<file path="config.mk">
export PLATFORM = sky130hd
export DESIGN_NAME = ucac_top
export DESIGN_NICKNAME = d
export VERILOG_FILES = /design/src/logic/ucac_epsel.v /design/src/logic/ucac_addr.v /design/src/logic/ucac_top.v
export VERILOG_INCLUDE_DIRS = /design/src /design/src/common
export SDC_FILE = /design/constraint.sdc
export NUM_CORES = 1
export LEC_CHECK = 0
export ABC_AREA = 1
export BUFFER_PORTS_ARGS = -buffer_cell sky130_fd_sc_hd__buf_4
export CAP_MARGIN = 20
export CORE_MARGIN = 10
export CORE_UTILIZATION = 44
export CTS_CLUSTER_DIAMETER = 50
export DETAILED_ROUTE_END_ITERATION = 7
export PLACE_DENSITY = 0.83
export SETUP_SLACK_MARGIN = 0.1
export SLEW_MARGIN = 20
export SYNTH_ARGS = -nofsm -noshare
export SYNTH_HDL_FRONTEND = slang
export SYNTH_SLANG_ARGS = --single-unit
</file>
<file path="constraint.sdc">
create_clock -name clk_i -period 1.6 [get_ports clk_i]
set_input_delay 0.16 -clock clk_i [delete_from_list [all_inputs] [get_ports clk_i]]
set_output_delay 0.16 -clock clk_i [all_outputs]
set_load 0.01 [all_outputs]
</file>
<file path="src/common/ucac_defs.vh">
/*
  constants for the usb clock and address control register bank:
  byte offsets, field positions, reset values and the write mask.
  assumes a 32-bit classic wishbone bus with byte addresses.
*/
`ifndef UCAC_DEFS_VH
`define UCAC_DEFS_VH

// byte offsets of the two registers
`define UCAC_OFS_CLOCK_CONTROL   4'h0
`define UCAC_OFS_ADDRESS_WAKE    4'h4

// usb_clock_control field positions
`define UCAC_CC_SYSTEM_CLOCK_SELECT_BIT       6
`define UCAC_CC_SECOND_SUSPEND_OPTION_BIT        4
`define UCAC_CC_CLKGATE_BIT      3
`define UCAC_CC_EPSEL_MSB        2
`define UCAC_CC_EPSEL_LSB        0
`define UCAC_CC_WRITE_MASK       8'h5f

// device_address_wake field positions
`define UCAC_AW_ADDR_MSB         7
`define UCAC_AW_ADDR_LSB         1
`define UCAC_AW_WAKE_BIT         0

// reset values
`define UCAC_CC_RESET            8'h00
`define UCAC_AW_RESET            8'h00
`define UCAC_ADDR_RESET          7'h00

// endpoint selector
`define UCAC_EP_COUNT            6
`define UCAC_EP_SEL_W            3

`endif

</file>
<file path="src/logic/ucac_epsel.v">
/*
  registered decode of the endpoint buffer selector into one-hot
  buffer enables plus a valid flag.
  assumes the selector comes from a register on the same clock.
*/
`timescale 1ns/1ps
`default_nettype none
`include "ucac_defs.vh"

module ucac_epsel #(
  parameter EP_COUNT = `UCAC_EP_COUNT
) (
  input  wire                        clk_i,
  input  wire                        rst_i,
  input  wire [`UCAC_EP_SEL_W-1:0]   code_i,
  output reg  [EP_COUNT-1:0]         onehot_o,
  output reg                         valid_o
);

  wire [EP_COUNT-1:0] hit;

  // one compare per endpoint; codes past the last endpoint hit nothing
  genvar g;
  generate
    for (g = 0; g < EP_COUNT; g = g + 1) begin : g_ep
      localparam [`UCAC_EP_SEL_W-1:0] EP_CODE = g;
      assign hit[g] = (code_i == EP_CODE);
    end
  endgenerate

  // registered so the enables leave the block straight from flops
  always @(posedge clk_i) begin
    if (rst_i) begin
      onehot_o <= {EP_COUNT{1'b0}};
      valid_o  <= 1'b0;
    end else begin
      onehot_o <= hit;
      valid_o  <= |hit;
    end
  end

endmodule // ucac_epsel
`default_nettype wire

</file>
<file path="src/logic/ucac_addr.v">
/*
  device address holder: software writes, plus loading of the address
  taken from the host's set-address command, at once or deferred.
  assumes all engine strobes are one-cycle pulses on the same clock.
*/
`timescale 1ns/1ps
`default_nettype none
`include "ucac_defs.vh"

module ucac_addr (
  input  wire       clk_i,
  input  wire       rst_i,
  input  wire       sw_we_i,
  input  wire [6:0] sw_addr_i,
  input  wire       auto_i,
  input  wire       set_stb_i,
  input  wire [6:0] set_addr_i,
  input  wire       commit_stb_i,
  output reg  [6:0] addr_o,
  output reg        pending_o
);

  reg [6:0] held_reg;

  // engine load beats a software write in the same cycle
  always @(posedge clk_i) begin
    if (rst_i) begin
      addr_o    <= `UCAC_ADDR_RESET;
      held_reg  <= `UCAC_ADDR_RESET;
      pending_o <= 1'b0;
    end else if (set_stb_i && auto_i) begin
      addr_o    <= set_addr_i;
      pending_o <= 1'b0;
    end else if (set_stb_i) begin
      held_reg  <= set_addr_i;
      pending_o <= 1'b1;
    end else if (commit_stb_i && pending_o) begin
      addr_o    <= held_reg;
      pending_o <= 1'b0;
    end else if (sw_we_i) begin
      addr_o    <= sw_addr_i;
    end
  end

endmodule // ucac_addr
`default_nettype wire

</file>
<file path="src/logic/ucac_top.v">
/*
  usb clock and address control register bank behind a classic
  wishbone slave: clock select, suspend option, usb clock gate,
  endpoint buffer selector, device address and remote wake enable.
  assumes the serial interface engine and the bus share clk_i (40 MHz).
*/
`timescale 1ns/1ps
`default_nettype none
`include "ucac_defs.vh"

module ucac_top (
  input  wire        clk_i,
  input  wire        rst_i,
  // wishbone classic slave
  input  wire        wb_cyc_i,
  input  wire        wb_stb_i,
  input  wire        wb_we_i,
  input  wire [3:0]  wb_adr_i,
  input  wire [3:0]  wb_sel_i,
  input  wire [31:0] wb_dat_i,
  output reg  [31:0] wb_dat_o,
  output reg         wb_ack_o,
  // serial interface engine side
  input  wire        address_auto_update_i,
  input  wire        set_address_stb_i,
  input  wire [6:0]  set_address_value_i,
  input  wire        status_stage_done_i,
  // control outputs
  output reg         system_clock_6mhz_o,
  output reg         bandgap_off_o,
  output reg         usb_clock_run_o,
  output wire [5:0]  endpoint_buffer_enable_o,
  output wire        endpoint_buffer_valid_o,
  output wire [6:0]  device_address_field_o,
  output wire        address_pending_o,
  output reg         remote_wake_enable_o
);

  reg  [7:0] usb_clock_control_reg;
  wire       req;
  wire       wr_lane0;
  wire       hit_cc;
  wire       hit_aw;
  reg  [7:0] read_byte;

  // a request is taken on the edge that raises ack
  assign req      = wb_cyc_i & wb_stb_i & ~wb_ack_o;
  assign wr_lane0 = req & wb_we_i & wb_sel_i[0];
  assign hit_cc   = (wb_adr_i == `UCAC_OFS_CLOCK_CONTROL);
  assign hit_aw   = (wb_adr_i == `UCAC_OFS_ADDRESS_WAKE);

  // ack for one cycle per request; unmapped addresses ack too, reading zero
  always @(posedge clk_i) begin
    if (rst_i) begin
      wb_ack_o <= 1'b0;
      wb_dat_o <= 32'h0000_0000;
    end else begin
      wb_ack_o <= req;
      if (req) begin
        wb_dat_o <= {24'h00_0000, read_byte};
      end
    end
  end

  // read mux; the address byte shows the live address including engine loads
  always @* begin
    read_byte = 8'h00;
    if (hit_cc) begin
      read_byte = usb_clock_control_reg & `UCAC_CC_WRITE_MASK;
    end else if (hit_aw) begin
      read_byte = {device_address_field_o, remote_wake_enable_o};
    end
  end

  // clock control register; write mask drops the two unimplemented bits
  always @(posedge clk_i) begin
    if (rst_i) begin
      usb_clock_control_reg <= `UCAC_CC_RESET;
    end else if (wr_lane0 && hit_cc) begin
      usb_clock_control_reg <= wb_dat_i[7:0] & `UCAC_CC_WRITE_MASK;
    end
  end

  // control outputs mirror the register one cycle later, each from a flop
  always @(posedge clk_i) begin
    if (rst_i) begin
      system_clock_6mhz_o <= 1'b0;
      bandgap_off_o       <= 1'b0;
      usb_clock_run_o     <= 1'b0;
    end else begin
      system_clock_6mhz_o <= usb_clock_control_reg[`UCAC_CC_SYSTEM_CLOCK_SELECT_BIT];
      bandgap_off_o       <= usb_clock_control_reg[`UCAC_CC_SECOND_SUSPEND_OPTION_BIT];
      usb_clock_run_o     <= usb_clock_control_reg[`UCAC_CC_CLKGATE_BIT];
    end
  end

  // remote wake enable; engine address loads leave it untouched
  always @(posedge clk_i) begin
    if (rst_i) begin
      remote_wake_enable_o <= 1'b0;
    end else if (wr_lane0 && hit_aw) begin
      remote_wake_enable_o <= wb_dat_i[`UCAC_AW_WAKE_BIT];
    end
  end

  // codes 110 and 111 are not guarded in hardware; they simply select nothing
  ucac_epsel #(
    .EP_COUNT (`UCAC_EP_COUNT)
  ) u_epsel (
    .clk_i    (clk_i),
    .rst_i    (rst_i),
    .code_i   (usb_clock_control_reg[`UCAC_CC_EPSEL_MSB:`UCAC_CC_EPSEL_LSB]),
    .onehot_o (endpoint_buffer_enable_o),
    .valid_o  (endpoint_buffer_valid_o)
  );

  ucac_addr u_addr (
    .clk_i        (clk_i),
    .rst_i        (rst_i),
    .sw_we_i      (wr_lane0 & hit_aw),
    .sw_addr_i    (wb_dat_i[`UCAC_AW_ADDR_MSB:`UCAC_AW_ADDR_LSB]),
    .auto_i       (address_auto_update_i),
    .set_stb_i    (set_address_stb_i),
    .set_addr_i   (set_address_value_i),
    .commit_stb_i (status_stage_done_i),
    .addr_o       (device_address_field_o),
    .pending_o    (address_pending_o)
  );

endmodule // ucac_top
`default_nettype wire

</file>
# Word level (Yosys, flattened, before mapping)

Cells that the tools add are included.
Widths: inputs -> output; s select.

Bits in registers: 41
Bits of input ports: 55
Output and inout bits: 52
Word-level logic and storage cells: 46

Equality and inequality tests: 7
Multiplexer cells: 8
Bitwise logic cells: 7
Reductions and logical operators: 12

Operators by type and width:

| kind               | count |
|---|---|
| $mux 7             | 4 |
| $mux 8             | 2 |
| $eq 3x2->1 const B | 2 |
| $eq 3x3->1 const B | 2 |
| $reduce_or 6->1    | 1 |
| $and 1x1->1        | 5 |
| $eq 4x3->1 const B | 1 |
| $logic_and 1x1->1  | 4 |
| $logic_not 4->1    | 1 |
| $reduce_and 2->1   | 2 |
| $eq 3x1->1 const B | 1 |
| $logic_not 3->1    | 1 |
| $reduce_bool 3->1  | 1 |
| $mux 1             | 2 |
| $ne 2x1->1 const B | 1 |
| $not 1->1          | 2 |
| $reduce_bool 2->1  | 1 |
| $reduce_or 2->1    | 1 |

# Longest topological paths before layout

Word-level depth: 9
Mapped depth: 9
Mapped depth without buffers: 8

# Modules after synthesis

From an unflattened synthesis, not the netlist that was laid out.

Cell total of the unflattened synthesis: 315
Area total of the unflattened synthesis: 2100.8 um2

By module, submodules not included:

| module     | instances | cells each | area an instance (um2) | sequential area each (um2) |
|---|---|---|---|---|
| ucac_top   | 1         | 154        | 1037.2                 | 380.4 |
| ucac_addr  | 1         | 137        | 855.8                  | 300.3 |
| ucac_epsel | 1         | 24         | 207.7                  | 140.1 |

# Least setup slack after synthesis

Ideal clock, no wire load.

Path kind: register -> register
Start: register wb_ack_o
End: register u_addr.addr_o[4]
Library setup time: 115 ps
Arrival: 1075 ps
Required time: 1485 ps
Path slack: 410 ps
Cell stages (with the launch flop): 10
Buffers on the path: 1
Clock period less this slack: 1190 ps
Path through: dfxtp_1 -> inv_1 -> nand3_1 -> nor2_4 -> nand2_4 -> nand2_4 -> buf_12 -> nand3_1 -> nand2_1 -> nor2_1

Longest elaborated chain between the ends: 7

Ends and longest elaborated chain:

| what                               | RTL line       | RTL |
|---|---|---|
| start: declaration                 | ucac_top.v:22  | `output reg wb_ack_o,` |
| start signal: assignment           | ucac_top.v:58  | `wb_ack_o <= req;` |
| $not 1->1                          | ucac_top.v:47  | `assign req = wb_cyc_i & wb_stb_i & ~wb_ack_o;` |
| $and 1x1->1                        | ucac_top.v:47  |  |
| $and 1x1->1 (2 in a row)           | ucac_top.v:48  | `assign wr_lane0 = req & wb_we_i & wb_sel_i[0];` |
| $and 1x1->1                        | ucac_top.v:120 | `.sw_we_i (wr_lane0 & hit_aw),` |
| $reduce_bool 3->1 (no source line) | --             |  |
| $reduce_and 2->1 (no source line)  | --             |  |
| end signal: assignment             | ucac_addr.v:32 | `addr_o <= set_addr_i;` |
| end signal: assignment             | ucac_addr.v:38 | `addr_o <= held_reg;` |
| end signal: assignment             | ucac_addr.v:41 | `addr_o <= sw_addr_i;` |
| end: declaration                   | ucac_addr.v:19 | `output reg [6:0] addr_o,` |

No other way between the ends.
A chain may end at the register's enable or synchronous reset.

# Final worst setup path

Start: register wb_ack_o
End: register u_addr.addr_o[2]

The elaborated chain is that of the path after synthesis.

==> results by group <==
Drt
  • Antenna-violating nets left: 0
  • Initial DRC count: 68
  • # DRC: 0
  • First-pass iteration count of the detailed router: 4
  • Final WL: 4960 um
  • Average routed wire per standard cell: 12.9 um
  • Vias per std cell: 4.71
  • DR vias: 1814

Timing
  • Crit share post-route: 77.0%
  • Final count of negative-setup-slack endpoints: 0
  • Fin worst setup slack: 0.368 ns
  • RSZ-0062 raised after global routing: false
  • Hold Fails Final Rpt: 0
  • Max Slew Vio Count: 0
  • TNS Setup: 0 ns
  • Clk_skew: 0.00780 ns
  • Fin crit period: 1.23 ns
  • Fmax: 0.812 GHz

Cells and area
  • Layout fillers: 433
  • Most frequent cells in the layout: buf_4, nand2_1, nor2_1, dfxtp_1, nand3_1
  • Nets: 387
  • Most common cell after layout, fill and taps aside: buf_4
  • Post-layout util: 56.6%
  • Layout Cells excl Fill: 385
  • Area of the multi-input gates: 895 um2
  • Area Growth Syn to Fin: 24.0%
  • Max reg flops: 8
  • Register area: 821 um2
  • Layout cells sized above 1: 26.4%
  • Number of diodes: 0

Critical path
  • CP max stage cell: dfxtp_1
  • Crit-path cells: inv_1, nand3_1, nor2_4, nand2_4, nand2_4, nand3_1, nand2_1, nor2_1
  • Crit path DAT: 1.43 ns
  • Crit-path leading delay family: simple AND/OR/NAND/NOR gates
  • CP Class: reg2reg
  • Worst path bufs/invs: 1
  • Critical path launch point type: register
  • CP endpoint kind: register
  • Crit Path Max Fanout: 14
  • Slowest stage delay, CP: 0.31 ns
  • WP data required: 1.79 ns

Global route
  • Global-route wire length before repair: 8190 um
  • Largest net degree at the start of global routing: 24
  • Initial antenna violation count: 0
  • GRT Total Usage: 13.3%
  • Number of global-route vias before repair: 1849
  • Grt ovf: 0

Die
  • Row count: 24
  • I/O pin count: 107
  • Die area: 7600 um2
  • Die height: 87.2 um
  • CORE AREA: 4350 um2
  • Starting Density: 45.6%
  • Die width: 87.2 um

Placed design
  • Routability congestion estimate: 0.840
  • Post-Place Cells: 377
  • Port bufs: 55
  • Setup WS pre-CTS: 0.328 ns
  • HPWL Detailed: 3890 um

Yosys
  • Mapped cell area: 1990 um2
  • Average size of a mapped cell: 7.14 um2
  • Number of synthesis warnings: 0
  • Library cells used by synthesis: 24
  • Register area share after synthesis: 41.3%
  • Flops & latches, synth: 41
  • Post-synthesis instance total: 278

CTS
  • Clk root buf: clkbuf_8
  • Clock Latency Late Sink: 0.30 ns
  • CTS tree: yes
  • Post-CTS Setup Inserts: 0
  • H-tree Lvls: 2
  • Total CTS buffers: 5
  • Clk buf depth: 2
  • Clk sink count: 41
  • Hold buffers post-CTS: 0
  • CTS-repair resized insts: 0
  • Clock slew at reported path FFs: 0.08 ns

Min path
  • Worst min path class: in2reg

Pwr
  • Power per cell area: 988 nW/um2
  • LEAKAGE: 1.24 nW
  • VDD IR max: 485 uV

Flow run
  • Max-capacitance violation count: 0

Outcome
  • Outcome: finished clean
-- area by class of cell --
cell class / instances / area share (%)
Clock buffer: 5 / 2.79
Clock inverter: 3 / 2.64
Inverter: 28 / 4.27
Multi-Input combinational cell: 197 / 36.3
Sequential cell: 41 / 33.3
Tap cell: 52 / 2.64
Timing Repair Buffer: 59 / 18.0
-- kinds of logic (layout without fill, tap and decap cells) --
group,Yosys count,in the layout,synth area share (%)
and+or+nand+nor,142,142,32.1
buffers and inverters,63,95,18.0
DFF,41,41,41.3
AOI/OAI and AO/OA,31,31,8.44
other,1,24,0.189
-- worst min-delay path, cell delays in order --
cell and delay [ns]:
buf_4 0.09, nor2_1 0.04, nor2_1 0.08
-- cell usage after synthesis (all sizes together) --
cell type,instances,area share (%)
o21ai,15,3.8
or2,4,1.3
buf,31,12
conb,1,0.19
o211ai,2,0.76
inv,28,5.3
a21oi,14,3.9
nand2,53,11
dfxtp,41,41
clkbuf,4,0.76
nor3,6,2.1
nand3,30,7.6
nor2,49,10
-- power by group --
part           internal [mW]  total (mW)  switching [mW]  leakage (nW)
clock network          0.620       0.981           0.361        0.0681
logic                  0.151       0.356           0.206         0.834
registers               1.07        1.10          0.0286         0.336
total                   1.84        2.43           0.596          1.24
-- metal layers --
layer | share of wire (%) | wire length (um) | GRT usage [%] | vias up
li1 | - | - | - | 929
met1 | 38 | 1870 | 13.1 | 800
met2 | 49 | 2450 | 23.5 | 74
met3 | 11 | 537 | 5.71 | 11
met4 | 2.2 | 108 | 6.09 | 0
met5 | 0 | 0 | 0 | -
-- metrics by stage --
| step | power, mW | hold WS [ns] | area [um2] |
|---|---|---|---|
| after floorplan | 1.37 | 0.295 | 2070 |
| after global placement | 1.47 | 0.392 | 2330 |
| after detailed placement | 1.47 | 0.401 | 2330 |
| after CTS | 2.46 | 0.0831 | 2460 |
| after global routing | 2.54 | 0.103 | 2460 |
| final | 2.43 | 0.0909 | 2460 |
-- path summary, 6_finish.rpt --
check / startpoint / endpoint / slack [ns] / depth (start not counted)
setup reg to reg: wb_ack_o / u_addr.addr_o[2] / 0.37 / 8
hold / removal: set_address_value_i[5] / u_addr.held_reg[5] / 0.09 / 3
hold reg to reg: usb_clock_control_reg[6] / system_clock_6mhz_o / 0.45 / 2
setup / recovery: wb_ack_o / u_addr.addr_o[2] / 0.37 / 8
Note: power is estimated with default switching activity, not from simulation.
